===== config.mk =====
export PLATFORM = sky130hd
export DESIGN_NAME = trs_ports
export DESIGN_NICKNAME = d
export VERILOG_FILES = /design/src/rtl/trs_pkg.sv /design/src/rtl/trs_ports.sv
export VERILOG_INCLUDE_DIRS = /design/src /design/src/rtl
export SDC_FILE = /design/constraint.sdc
export NUM_CORES = 1
export LEC_CHECK = 0
export BUFFER_PORTS_ARGS = -buffer_cell sky130_fd_sc_hd__buf_2
export CAP_MARGIN = 10
export CORE_MARGIN = 4
export CORE_UTILIZATION = 54
export DETAILED_ROUTE_END_ITERATION = 8
export GPL_TIMING_DRIVEN = 0
export PLACE_DENSITY = 0.78
export SYNTH_ARGS = -nofsm -noshare
export SYNTH_HDL_FRONTEND = slang
export SYNTH_SLANG_ARGS = --single-unit

===== constraint.sdc =====
create_clock -name clock -period 4.21 [get_ports clock]
set_clock_uncertainty 0.1 [all_clocks]
set_input_delay 0.2105 -clock clock [delete_from_list [all_inputs] [get_ports clock]]
set_output_delay 0.2105 -clock clock [all_outputs]
set_load 0.1 [all_outputs]

===== src/rtl/trs_params.svh =====
// Constants for the trigger and reply signal ports block
`ifndef TRS_PARAMS_SVH
`define TRS_PARAMS_SVH
`define TRS_CLK_MHZ 40
`define TRS_MIN_TRIG_NS 100
`define TRS_MIN_TRIG_CYC ((`TRS_MIN_TRIG_NS * `TRS_CLK_MHZ + 999) / 1000)
`define TRS_WINDOW_NS 3000
`define TRS_WINDOW_CYC ((`TRS_WINDOW_NS * `TRS_CLK_MHZ) / 1000)
`define TRS_ECHO_MIN_NS 100
`define TRS_ECHO_MAX_NS 5000
`define TRS_ECHO_MIN_CYC ((`TRS_ECHO_MIN_NS * `TRS_CLK_MHZ + 999) / 1000)
`define TRS_ECHO_MAX_CYC ((`TRS_ECHO_MAX_NS * `TRS_CLK_MHZ) / 1000)
`define TRS_MAX_RATE_HZ 3000
`define TRS_CW 16
`endif


===== src/rtl/trs_pkg.sv =====
// Types for the trigger and reply signal ports block
`default_nettype none
package trs_pkg;
    typedef enum logic [1:0]
    {
        TRS_MODE_EDGE = 2'h0,
        TRS_MODE_PAIR = 2'h1,
        TRS_MODE_PASS = 2'h2
    } trs_mode_t;
    typedef enum logic [1:0]
    {
        TRS_IDLE = 2'h0,
        TRS_WAIT2 = 2'h1,
        TRS_HIGH2 = 2'h3
    } trs_state_t;
    typedef struct packed
    {
        trs_mode_t mode;
        logic dual_gen;
        logic [15:0] echo_width;
        logic [15:0] pair_space;
        logic [15:0] pair_tol;
        logic [15:0] reply_delay;
    } trs_cfg_t;
    typedef struct packed
    {
        logic amp_n;
        logic phase;
        logic amp2_n;
    } trs_reply_t;
endpackage : trs_pkg
`default_nettype wire


===== src/rtl/trs_ports.sv =====
// Trigger input qualification and reply timing outputs
`include "trs_params.svh"
`default_nettype none
module trs_ports #(
    parameter int CW = `TRS_CW
) (
    // Clock and reset
    input wire logic clock,
    input wire logic nrst,
    // Configuration
    input wire trs_pkg::trs_cfg_t cfg,
    // Trigger input port
    input wire logic trigger_input_port,
    // Reply sequence from the reply generators
    input wire trs_pkg::trs_reply_t reply_seq,
    // Range delay handoff
    output logic range_start,
    // Output ports
    output logic trigger_echo_port,
    output logic reply_amplitude_port,
    output logic reply_phase_port,
    output logic zero_range_marker_port
);
    localparam logic [CW-1:0] MIN_TRIG = CW'(`TRS_MIN_TRIG_CYC);
    localparam logic [CW-1:0] WIN_CYC = CW'(`TRS_WINDOW_CYC);
    localparam logic [CW-1:0] ECHO_MIN = CW'(`TRS_ECHO_MIN_CYC);
    localparam logic [CW-1:0] ECHO_MAX = CW'(`TRS_ECHO_MAX_CYC);
    localparam int WIN_LAST = `TRS_WINDOW_CYC - 1;

    function automatic logic [CW-1:0] sat_inc(input logic [CW-1:0] v);
        sat_inc = (v == {CW{1'b1}}) ? v : v + CW'(1);
    endfunction : sat_inc

    function automatic logic [CW-1:0] clamp_w(input logic [CW-1:0] v);
        clamp_w = (v < ECHO_MIN) ? ECHO_MIN : ((v > ECHO_MAX) ? ECHO_MAX : v);
    endfunction : clamp_w

    logic sync1, sync2, trig_d;
    logic [CW-1:0] hi_cnt, gap_cnt, echo_cnt, zr_cnt;
    logic echo, zr, pulse_ok, valid;
    trs_pkg::trs_state_t state;
    logic [CW-1:0] next_hi_cnt, next_gap_cnt, next_echo_cnt, next_zr_cnt;
    logic next_echo, next_zr, next_pulse_ok, next_amp, next_phase, next_range;
    trs_pkg::trs_state_t next_state;

    always_comb
    begin
        next_hi_cnt = sync2 ? sat_inc(hi_cnt) : '0;
        // Pulse qualifies once it has been high for the minimum width
        next_pulse_ok = sync2 && (pulse_ok || sat_inc(hi_cnt) >= MIN_TRIG);
        next_gap_cnt = sat_inc(gap_cnt);
        next_state = state;
        valid = 1'b0;
        unique case (state)
            trs_pkg::TRS_IDLE:
            begin
                if (next_pulse_ok && !pulse_ok)
                begin
                    if (cfg.mode == trs_pkg::TRS_MODE_EDGE)
                        valid = 1'b1;
                    else if (cfg.mode == trs_pkg::TRS_MODE_PAIR)
                    begin
                        next_state = trs_pkg::TRS_WAIT2;
                        next_gap_cnt = MIN_TRIG;
                    end
                end
            end
            trs_pkg::TRS_WAIT2:
            begin
                // Pair spacing measured leading edge to leading edge
                if (sync2 && !trig_d)
                begin
                    next_state = trs_pkg::TRS_HIGH2;
                    if (gap_cnt + cfg.pair_tol < cfg.pair_space)
                        next_state = trs_pkg::TRS_IDLE;
                end
                else if (gap_cnt > cfg.pair_space + cfg.pair_tol)
                    next_state = trs_pkg::TRS_IDLE;
            end
            trs_pkg::TRS_HIGH2:
            begin
                if (next_pulse_ok && !pulse_ok)
                begin
                    valid = 1'b1;
                    next_state = trs_pkg::TRS_IDLE;
                end
                else if (!sync2)
                    next_state = trs_pkg::TRS_IDLE;
            end
            default:
                next_state = trs_pkg::TRS_IDLE;
        endcase
        if (cfg.mode == trs_pkg::TRS_MODE_PASS)
            next_state = trs_pkg::TRS_IDLE;
        // Echo pulse or pass-through window
        next_echo = echo;
        next_echo_cnt = echo_cnt;
        if (cfg.mode == trs_pkg::TRS_MODE_PASS && sync2 && !trig_d && !echo)
        begin
            next_echo = 1'b1;
            next_echo_cnt = WIN_CYC - CW'(1);
        end
        else if (valid)
        begin
            next_echo = 1'b1;
            next_echo_cnt = clamp_w(CW'(cfg.echo_width)) - CW'(1);
        end
        else if (echo && echo_cnt != '0)
            next_echo_cnt = echo_cnt - CW'(1);
        else
            next_echo = 1'b0;
        // Zero-range marker after reply delay; restarts on each valid trigger, never in pass-through mode
        next_zr = 1'b0;
        next_range = 1'b0;
        next_zr_cnt = zr_cnt;
        if (valid)
            next_zr_cnt = CW'(cfg.reply_delay) + CW'(1);
        else if (zr_cnt != '0)
        begin
            next_zr_cnt = zr_cnt - CW'(1);
            next_zr = (zr_cnt == CW'(1));
            next_range = (zr_cnt == CW'(1));
        end
        // Reply outputs
        if (cfg.mode == trs_pkg::TRS_MODE_PASS)
            next_amp = !sync2;
        else
            next_amp = reply_seq.amp_n;
        next_phase = cfg.dual_gen ? reply_seq.amp2_n : reply_seq.phase;
    end

    always_ff @(posedge clock)
    begin
        if (!nrst)
        begin
            sync1 <= 1'b0;
            sync2 <= 1'b0;
            trig_d <= 1'b0;
            hi_cnt <= '0;
            gap_cnt <= '0;
            pulse_ok <= 1'b0;
            state <= trs_pkg::TRS_IDLE;
            echo <= 1'b0;
            echo_cnt <= '0;
            zr <= 1'b0;
            zr_cnt <= '0;
            range_start <= 1'b0;
            reply_amplitude_port <= 1'b1;
            reply_phase_port <= 1'b1;
        end
        else
        begin
            sync1 <= trigger_input_port;
            sync2 <= sync1;
            trig_d <= sync2;
            hi_cnt <= next_hi_cnt;
            gap_cnt <= next_gap_cnt;
            pulse_ok <= next_pulse_ok;
            state <= next_state;
            echo <= next_echo;
            echo_cnt <= next_echo_cnt;
            zr <= next_zr;
            zr_cnt <= next_zr_cnt;
            range_start <= next_range;
            reply_amplitude_port <= next_amp;
            reply_phase_port <= next_phase;
        end
    end

    assign trigger_echo_port = echo;
    assign zero_range_marker_port = zr;

    echo_len_a: assert property (@(posedge clock) disable iff (!nrst)
        $rose(echo) && $stable(cfg) |-> echo [*4])
        else $error("echo pulse shorter than minimum");
    pass_window_a: assert property (@(posedge clock) disable iff (!nrst)
        cfg.mode == trs_pkg::TRS_MODE_PASS && $stable(cfg.mode) && $rose(echo) |-> ##WIN_LAST echo ##1 !echo)
        else $error("window length wrong");
    short_pulse_a: assert property (@(posedge clock) disable iff (!nrst)
        valid |-> sync2 && $past(sync2) && $past(sync2, 2) && $past(sync2, 3))
        else $error("short pulse accepted");
    edge_trig_a: assert property (@(posedge clock) disable iff (!nrst)
        cfg.mode == trs_pkg::TRS_MODE_EDGE && state == trs_pkg::TRS_IDLE && sync2 && $past(sync2)
        && $past(sync2, 2) && $past(sync2, 3) && !$past(sync2, 4) |-> valid)
        else $error("edge trigger missed");
    echo_rise_a: assert property (@(posedge clock) disable iff (!nrst)
        valid |=> echo)
        else $error("no echo for valid trigger");
    zr_range_a: assert property (@(posedge clock) disable iff (!nrst)
        $rose(zr) |-> range_start)
        else $error("range start not coincident");
    pass_amp_a: assert property (@(posedge clock) disable iff (!nrst)
        cfg.mode == trs_pkg::TRS_MODE_PASS |=> reply_amplitude_port == !$past(sync2))
        else $error("pass-through amplitude wrong");
    phase_sel_a: assert property (@(posedge clock) disable iff (!nrst)
        1'b1 |=> reply_phase_port == ($past(cfg.dual_gen) ? $past(reply_seq.amp2_n) : $past(reply_seq.phase)))
        else $error("phase output source wrong");
    amp_seq_a: assert property (@(posedge clock) disable iff (!nrst)
        cfg.mode != trs_pkg::TRS_MODE_PASS |=> reply_amplitude_port == $past(reply_seq.amp_n))
        else $error("amplitude sequence mismatch");

    edge_cov: cover property (@(posedge clock) disable iff (!nrst) cfg.mode == trs_pkg::TRS_MODE_EDGE && valid);
    pair_cov: cover property (@(posedge clock) disable iff (!nrst) cfg.mode == trs_pkg::TRS_MODE_PAIR && valid);
    pass_cov: cover property (@(posedge clock) disable iff (!nrst) cfg.mode == trs_pkg::TRS_MODE_PASS && $rose(echo));
    zr_cov: cover property (@(posedge clock) disable iff (!nrst) $rose(zero_range_marker_port));
endmodule : trs_ports
`default_nettype wire


==> key figures, run 1 <==
Outcome
  – Status: finished, final reports clean

Detailed routing
  – Vias/cell: 5.84
  – Antenna Violating Nets Remaining: 0
  – Routed wire length: 15.1 mm
  – Iter 0 DRT Violations: 303
  – Post-route DRC: 0
  – DRT Pass-1 Iters: 5
  – Routed vias: 5909
  – WL/cell: between 10 and 15 um

Place
  – Placed Area: 0.00673 mm2
  – Final GP Congestion: 0.896
  – Port bufs: 76
  – Post-DP HPWL: approximately 12 mm
  – Pre-CTS WS: -0.701 ns
  – Dpl cells: 988

STA
  – Setup TNS: 0 ns
  – Fin crit period: around 4.0 ns
  – Tightest Pin Transition: 0.980 ns
  – RSZ-0062 raised after global routing: false
  – Final Slew Violations: 0
  – Final worst slack: 0.206 ns
  – Final Hold Fails: 0
  – Max-slew headroom: between 30% and 40%
  – Fmax: about 250 MHz
  – Fin crit share: a little over nine tenths
  – Setup violators final: 0

Global routing
  – Total GRT Usage: 23.0%
  – Initial antenna violation count: 1
  – Largest net degree at the start of global routing: 20
  – Grt ovf: 0
  – Vias in the first global route: 5872
  – Global-route wire length before repair: 25.6 mm

Logic synthesis
  – Cells after Synth: 772
  – Post-synth EDFFs: 0
  – Most instantiated library cell after synthesis: nor2_1
  – Largest area contributor in the netlist: dfxtp_1
  – Mux cell area share after synthesis: 2.15%
  – Synth Area in Compound Gates: 16.8%
  – Async S/R FF share, synth: 0%
  – Commonest cells in the netlist: nor2_1 (77), dfxtp_1 (74), ha_1 (70)
  – Mapped Area: 0.00617 mm2
  – XOR/XNOR Fraction of Synth Area: roughly 13%
  – Yosys warns: 0
  – Syn_nets: just over 900
  – Area contributors post-synth: dfxtp_1 (24%), ha_1 (14%), xnor2_1 (7.1%), xor2_1 (5.7%), nor2_1 (4.7%)
  – Sequential cell area fraction in the yosys report: 24.0%
  – Adder-Cell Fraction of Synth Area: 14.8%
  – Post-synth top area share: about 24%
  – Distinct cells, synth: 60
  – #FFs+latches synth: 74
  – Largest family of logic cells by synthesized area: simple AND/OR/NAND/NOR gates
  – Dominant synthesized flop cell: dfxtp_1
  – Post-synthesis simple-gate area fraction: between 20% and 30%
  – Mapped Avg Cell Area: 8.00 um2

Critical path
  – Worst path slowest cell: fa_1
  – Slowest stage delay, CP: about 0.42 ns
  – WS Path Type: flip-flop to flip-flop
  – Crit-path most repeated cell: a21o_1
  – WP data arrival: 4.12 ns
  – Crit start category: flip-flop
  – Crit Path Max Fanout: 6
  – Setup crit end kind: flip-flop
  – Req. time, crit path: 4.32 ns
  – Critical Path, Cell by Cell: ha_1 > fa_1 > a21o_1 > a21oi_2 > o21bai_1 > a31oi_2 > o21ai_0 > nor2_1 > xnor2_1 > ha_1 > a21o_1 > a21o_1 > a21oi_1 > o21ai_2 > a2111oi_4 > nor3_1 > o21ai_0 > mux2i_1

Cells and area
  – Fin nets: approximately 1000
  – Design Area, Final: 0.00728 mm2
  – Final non-filler cell total: 1012
  – P&R area growth vs syn: 17.9%
  – Final Core Density: around 66%
  – Layout cells sized above 1: 16.4%

Power
  – Cell area power density: 331 mW/mm2
  – Worst VDD drop: 0.000306 V
  – Static Leakage: 3.25 nW

Die
  – Core area: 0.0110 mm2
  – Die Footprint: roughly 0.013 mm2
  – Die width: approximately 110 um
  – Die Y: between 100 and 150 um
  – IO Pins: slightly below 80
  – Initial Util: 56.0%
  – FP Rows: 38

Job
  – Max-cap check violation count: 0

Clock tree
  – Clk_lat worst skew: 0.33 ns
  – Num CTS Buffers: 9
  – Clock buffer depth: 2
  – H-tree depth: 3
  – Clock-pin slew on the worst setup and hold paths: 0.06 ns
  – CTS Root Cell: clkbuf_16
  – CTS tree: yes
  – CTS sink cnt: 74

Min path
  – Worst min path class: primary input to flip-flop
==> report_power, final <==
group          internal (W)  leakage [nW]  switching (W)
clock              0.000584         0.167       0.000301
sequential         0.000751         0.603      0.0000533
combinational      0.000324          2.48       0.000395
total               0.00166          3.25       0.000750
==> logic make-up (layout without fill, tap and decap cells) <==
kind of cell	Yosys count	after routing
buffers and inverters	63	162
DFF	74	74
and+or+nand+nor	302	302
other	0	1
adders and majority gates	72	72
muxes	13	13
AOI/OAI and AO/OA	158	158
xor gates and xnor gates	90	90
==> metrics by stage <==
stage	power (W)	hold WS (ns)
3_5_place_dp	0.00151	0.321
3_3_place_gp	0.00148	0.316
2_1_floorplan	0.00134	0.236
4_1_cts	0.00241	0.0675
6_report	0.00241	0.0698
5_1_grt	0.00255	0.0778
==> cells in the final DEF, fill, tap and decap left out, types with 23 or more instances in the layout <==
cell | Yosys | routed
nor3_1 | 24 | 23
nand3_1 | 37 | 36
dfxtp_1 | 74 | 69
a21oi_1 | 52 | 50
ha_1 | 70 | 68
nor2_1 | 77 | 77
nand2_1 | 55 | 55
buf_2 | 5 | 79
xnor2_1 | 50 | 50
xor2_1 | 40 | 40
inv_1 | 42 | 42
==> worst paths after layout <==
check,start,to,slack [ns],cells after the start
setup / recovery,gap_cnt[0]$_SDFF_PN0_,state[0]$_SDFFE_PP0P_,0.21,18
hold / removal,reply_seq[2],reply_amplitude_port$_SDFF_PN1_,0.07,3
setup reg to reg,gap_cnt[0]$_SDFF_PN0_,state[0]$_SDFFE_PP0P_,0.21,18
hold reg to reg,sync1$_SDFF_PN0_,sync2$_SDFF_PN0_,0.34,1
==> critical path, delay by kind of cell, from the launching register on <==
kind	cells	cell delay, ns
mux	1	0.09
simple gates	2	0.25
flops	1	0.35
xor+xnor	1	0.14
compound gates	11	2.05
fa+ha+maj	3	0.90
==> layout make-up <==
class | instances | area, um2
Multi-Input combinational cell | 635 | 4540
Clock buffer | 9 | 225
Fill cell | 948 | 3750
Clock inverter | 7 | 124
Timing Repair Buffer | 84 | 448
Tap cell | 140 | 175
Sequential cell | 74 | 1490
Antenna cell | 1 | 2.50
Buffer | 20 | 119
Inverter | 42 | 158
==> sequential cells by signal, indices dropped and copies added, names as in the netlist <==
signal / count
reply_amplitude_port: 1
gap_cnt: 16
sync2: 1
pulse_ok: 1
trigger_echo_port: 1
sync1: 1
reply_phase_port: 1
zr_cnt: 16
state: 2
echo_cnt: 16
zero_range_marker_port: 1
hi_cnt: 16
trig_d: 1
==> timing repair <==
action	in CTS	in global routing
pin swaps	4	5
endpoints found under the hold margin	2	0
gates resized for setup	20	10
endpoints found under the setup margin	8	5
hold buffers	3	0
setup buffers	3	2
==> metal layers <==
layer / vias to the layer above / track usage (%) / share of wire, %
met4: 2 / 4.62 / 0.91
li1: 2965 / - / -
met5: - / 0 / 0.086
met1: 2797 / 27.2 / 43
met2: 132 / 43.6 / 52
met3: 13 / 3.58 / 4.0
No activity file was read; power rests on OpenSTA's default activity.
==> run 2: changes to the inputs <==
REMOVE_ABC_BUFFERS = 1   (was not set)
==> run 2 against run 1 <==
Core utilization decreased by 1.1 points. Clock-buffer cell count is 1 higher. Non-clock buffer count fell by 19. Sequential power is essentially flat. Flip-flop and latch count did not move. Total power shrank 0.34%. Clock power barely moved. Critical endpoint unchanged.
==> key figures, run 2 (synthesis results as in run 1) <==
Outcome
  – Status: finished, final reports clean

Power
  – Total Power: 0.00240 W
  – Cell area power density: ~340 mW/mm2
  – Worst VDD drop: between 0.0002 and 0.00025 V
  – Static Leakage: 3.18 nW

STA
  – Final Hold Fails: 0
  – Tightest Pin Transition: 0.901 ns
  – Fin crit period: approximately 4 ns
  – Setup violators final: 0
  – WHS: 0.0234 ns
  – Max-slew headroom: between 30% and 40%
  – Setup TNS: 0 ns
  – Fin crit share: 95.5%
  – Fmax: 249 MHz
  – Final Slew Violations: 0
  – Final worst slack: 0.188 ns
  – RSZ-0062 raised after global routing: false

Min path
  – Worst min path class: primary input to flip-flop

Die
  – IO Pins: 78
  – Die Y: 115 um
  – Die width: 115 um
  – FP Rows: 38
  – Core area: 0.0110 mm2
  – Die Footprint: 0.0132 mm2
  – Initial Util: about 56%

Cells and area
  – Filler Cell Count: 923
  – Layout cells sized above 1: about 16%
  – P&R area growth vs syn: 16.0%
  – Most frequent cells in the layout: nor2_1 (77), buf_2 (77), dfxtp_1 (69), ha_1 (68), nand2_1 (55)
  – Fin nets: 992

Clock tree
  – CTS Root Cell: clkbuf_16
  – H-tree depth: 3
  – Post-CTS Hold Buffers: 0
  – Clock-pin slew on the worst setup and hold paths: 0.06 ns
  – Clk_lat worst skew: 0.34 ns
  – CTS sink cnt: 74
  – Clock buffer depth: 2
  – CTS tree: yes
  – Num CTS Buffers: 9

Critical path
  – Crit Path Max Fanout: 5
  – Top Family by Delay on Critical Path: compound AO/OA/AOI/OAI gates
  – Worst path bufs/invs: 0
  – WP data arrival: between 4 and 5 ns
  – Slowest stage delay, CP: 0.42 ns
  – Setup crit end kind: flip-flop
  – Worst path slowest cell: dfxtp_1
  – Req. time, crit path: between 4 and 5 ns
  – Crit start category: flip-flop
  – Critical Path, Cell by Cell: ha_1 > and2_1 > a311oi_2 > a21oi_2 > a2111o_1 > o311ai_1 > o2111ai_1 > a21oi_2 > xnor2_1 > ha_1 > nor3_2 > o21ai_2 > a2111oi_4 > nor3_1 > o21ai_0 > mux2i_1
  – WS Path Type: flip-flop to flip-flop

Detailed routing
  – Antenna Violating Nets Remaining: 0
  – Vias/cell: 5.83
  – Post-route DRC: 0
  – DRT Pass-1 Iters: 4
  – Routed vias: 5787
  – Iter 0 DRT Violations: ~260
  – Routed wire length: 14.3 mm
  – WL/cell: 14.4 um

Global routing
  – Total GRT Usage: 22.0%
  – Global-route wire length before repair: 24.6 mm
  – Vias in the first global route: 5653
  – Grt ovf: 0
  – Largest net degree at the start of global routing: 35
  – Initial antenna violation count: 2

Place
  – Final GP Congestion: ~0.9
  – Pre-CTS WS: -0.743 ns
  – Post-DP HPWL: 11.1 mm
  – Port bufs: 77

Job
  – Max-cap check violation count: 0
==> run 2: changes by cell type in the layout (fill, tap and decap cells not counted), sizes merged <==
| cell | delta |
|---|---|
| buf | -6 |
| clkbuf | -9 |
| clkinv | +1 |
| dlygate4sd3 | -3 |
| inv | -2 |
==> run 2: routing by layer <==
layer / GRT usage [%] / wire length, um
met1: 27.1 / 6350
met2: 39.0 / 6960
met3: 4.00 / 739
met4: 6.34 / 250
met5: 0 / 7
==> run 2: final timing paths <==
| kind | startpoint | end | slack [ns] | depth (start not counted) |
|---|---|---|---|---|
| max | gap_cnt[3]$_SDFF_PN0_ | state[0]$_SDFFE_PP0P_ | 0.19 | 16 |
| min | reply_seq[2] | reply_amplitude_port$_SDFF_PN1_ | 0.02 | 3 |
| max reg2reg | gap_cnt[3]$_SDFF_PN0_ | state[0]$_SDFFE_PP0P_ | 0.19 | 16 |
| min reg2reg | sync1$_SDFF_PN0_ | sync2$_SDFF_PN0_ | 0.34 | 1 |
==> run 2: per-stage QoR <==
step / area (um2) / utilization (%) / std cells
floorplan: 6050 / - / 751
global placement: 6620 / 60.0 / 968
detailed placement: 6650 / 60.3 / 969
CTS: 7060 / 64.0 / 987
global route: 7160 / 64.9 / 993
finish: 7160 / 64.9 / 993
==> run 2: layout make-up <==
class                      count  area [um2]  area share (%)
antenna                        1        2.50          0.0350
clock buffer                  10         229            3.20
clock inverter                 6         115            1.61
inverter                      42         158            2.20
multi-input combinational    635        4520            63.2
sequential                    74        1490            20.8
tap                          140         175            2.45
timing repair buffer          85         465            6.50
==> run 2: repair_timing <==
item                                    4_1_cts  5_1_grt
buffers inserted                              2        5
resized for setup                            10       17
pin swaps                                     3        6
endpoints found under the setup margin        8        5
cloned                                        0        0
==> run 2: worst reg2reg max path: cells and delay by family (launching register included) <==
family / cells / cell delay, ns
xor gates and xnor gates: 1 / 0.08
adders and majority gates: 2 / 0.57
muxes: 1 / 0.10
and+or+nand+nor: 3 / 0.51
DFF: 1 / 0.42
AOI/OAI and AO/OA: 9 / 2.13
==> run 2: power breakdown <==
| group | total (W) | switching (W) | internal [W] |
|---|---|---|---|
| Combinational | 0.000712 | 0.000394 | 0.000319 |
| Sequential | 0.000802 | 0.0000509 | 0.000751 |
| Clock | 0.000886 | 0.000305 | 0.000581 |
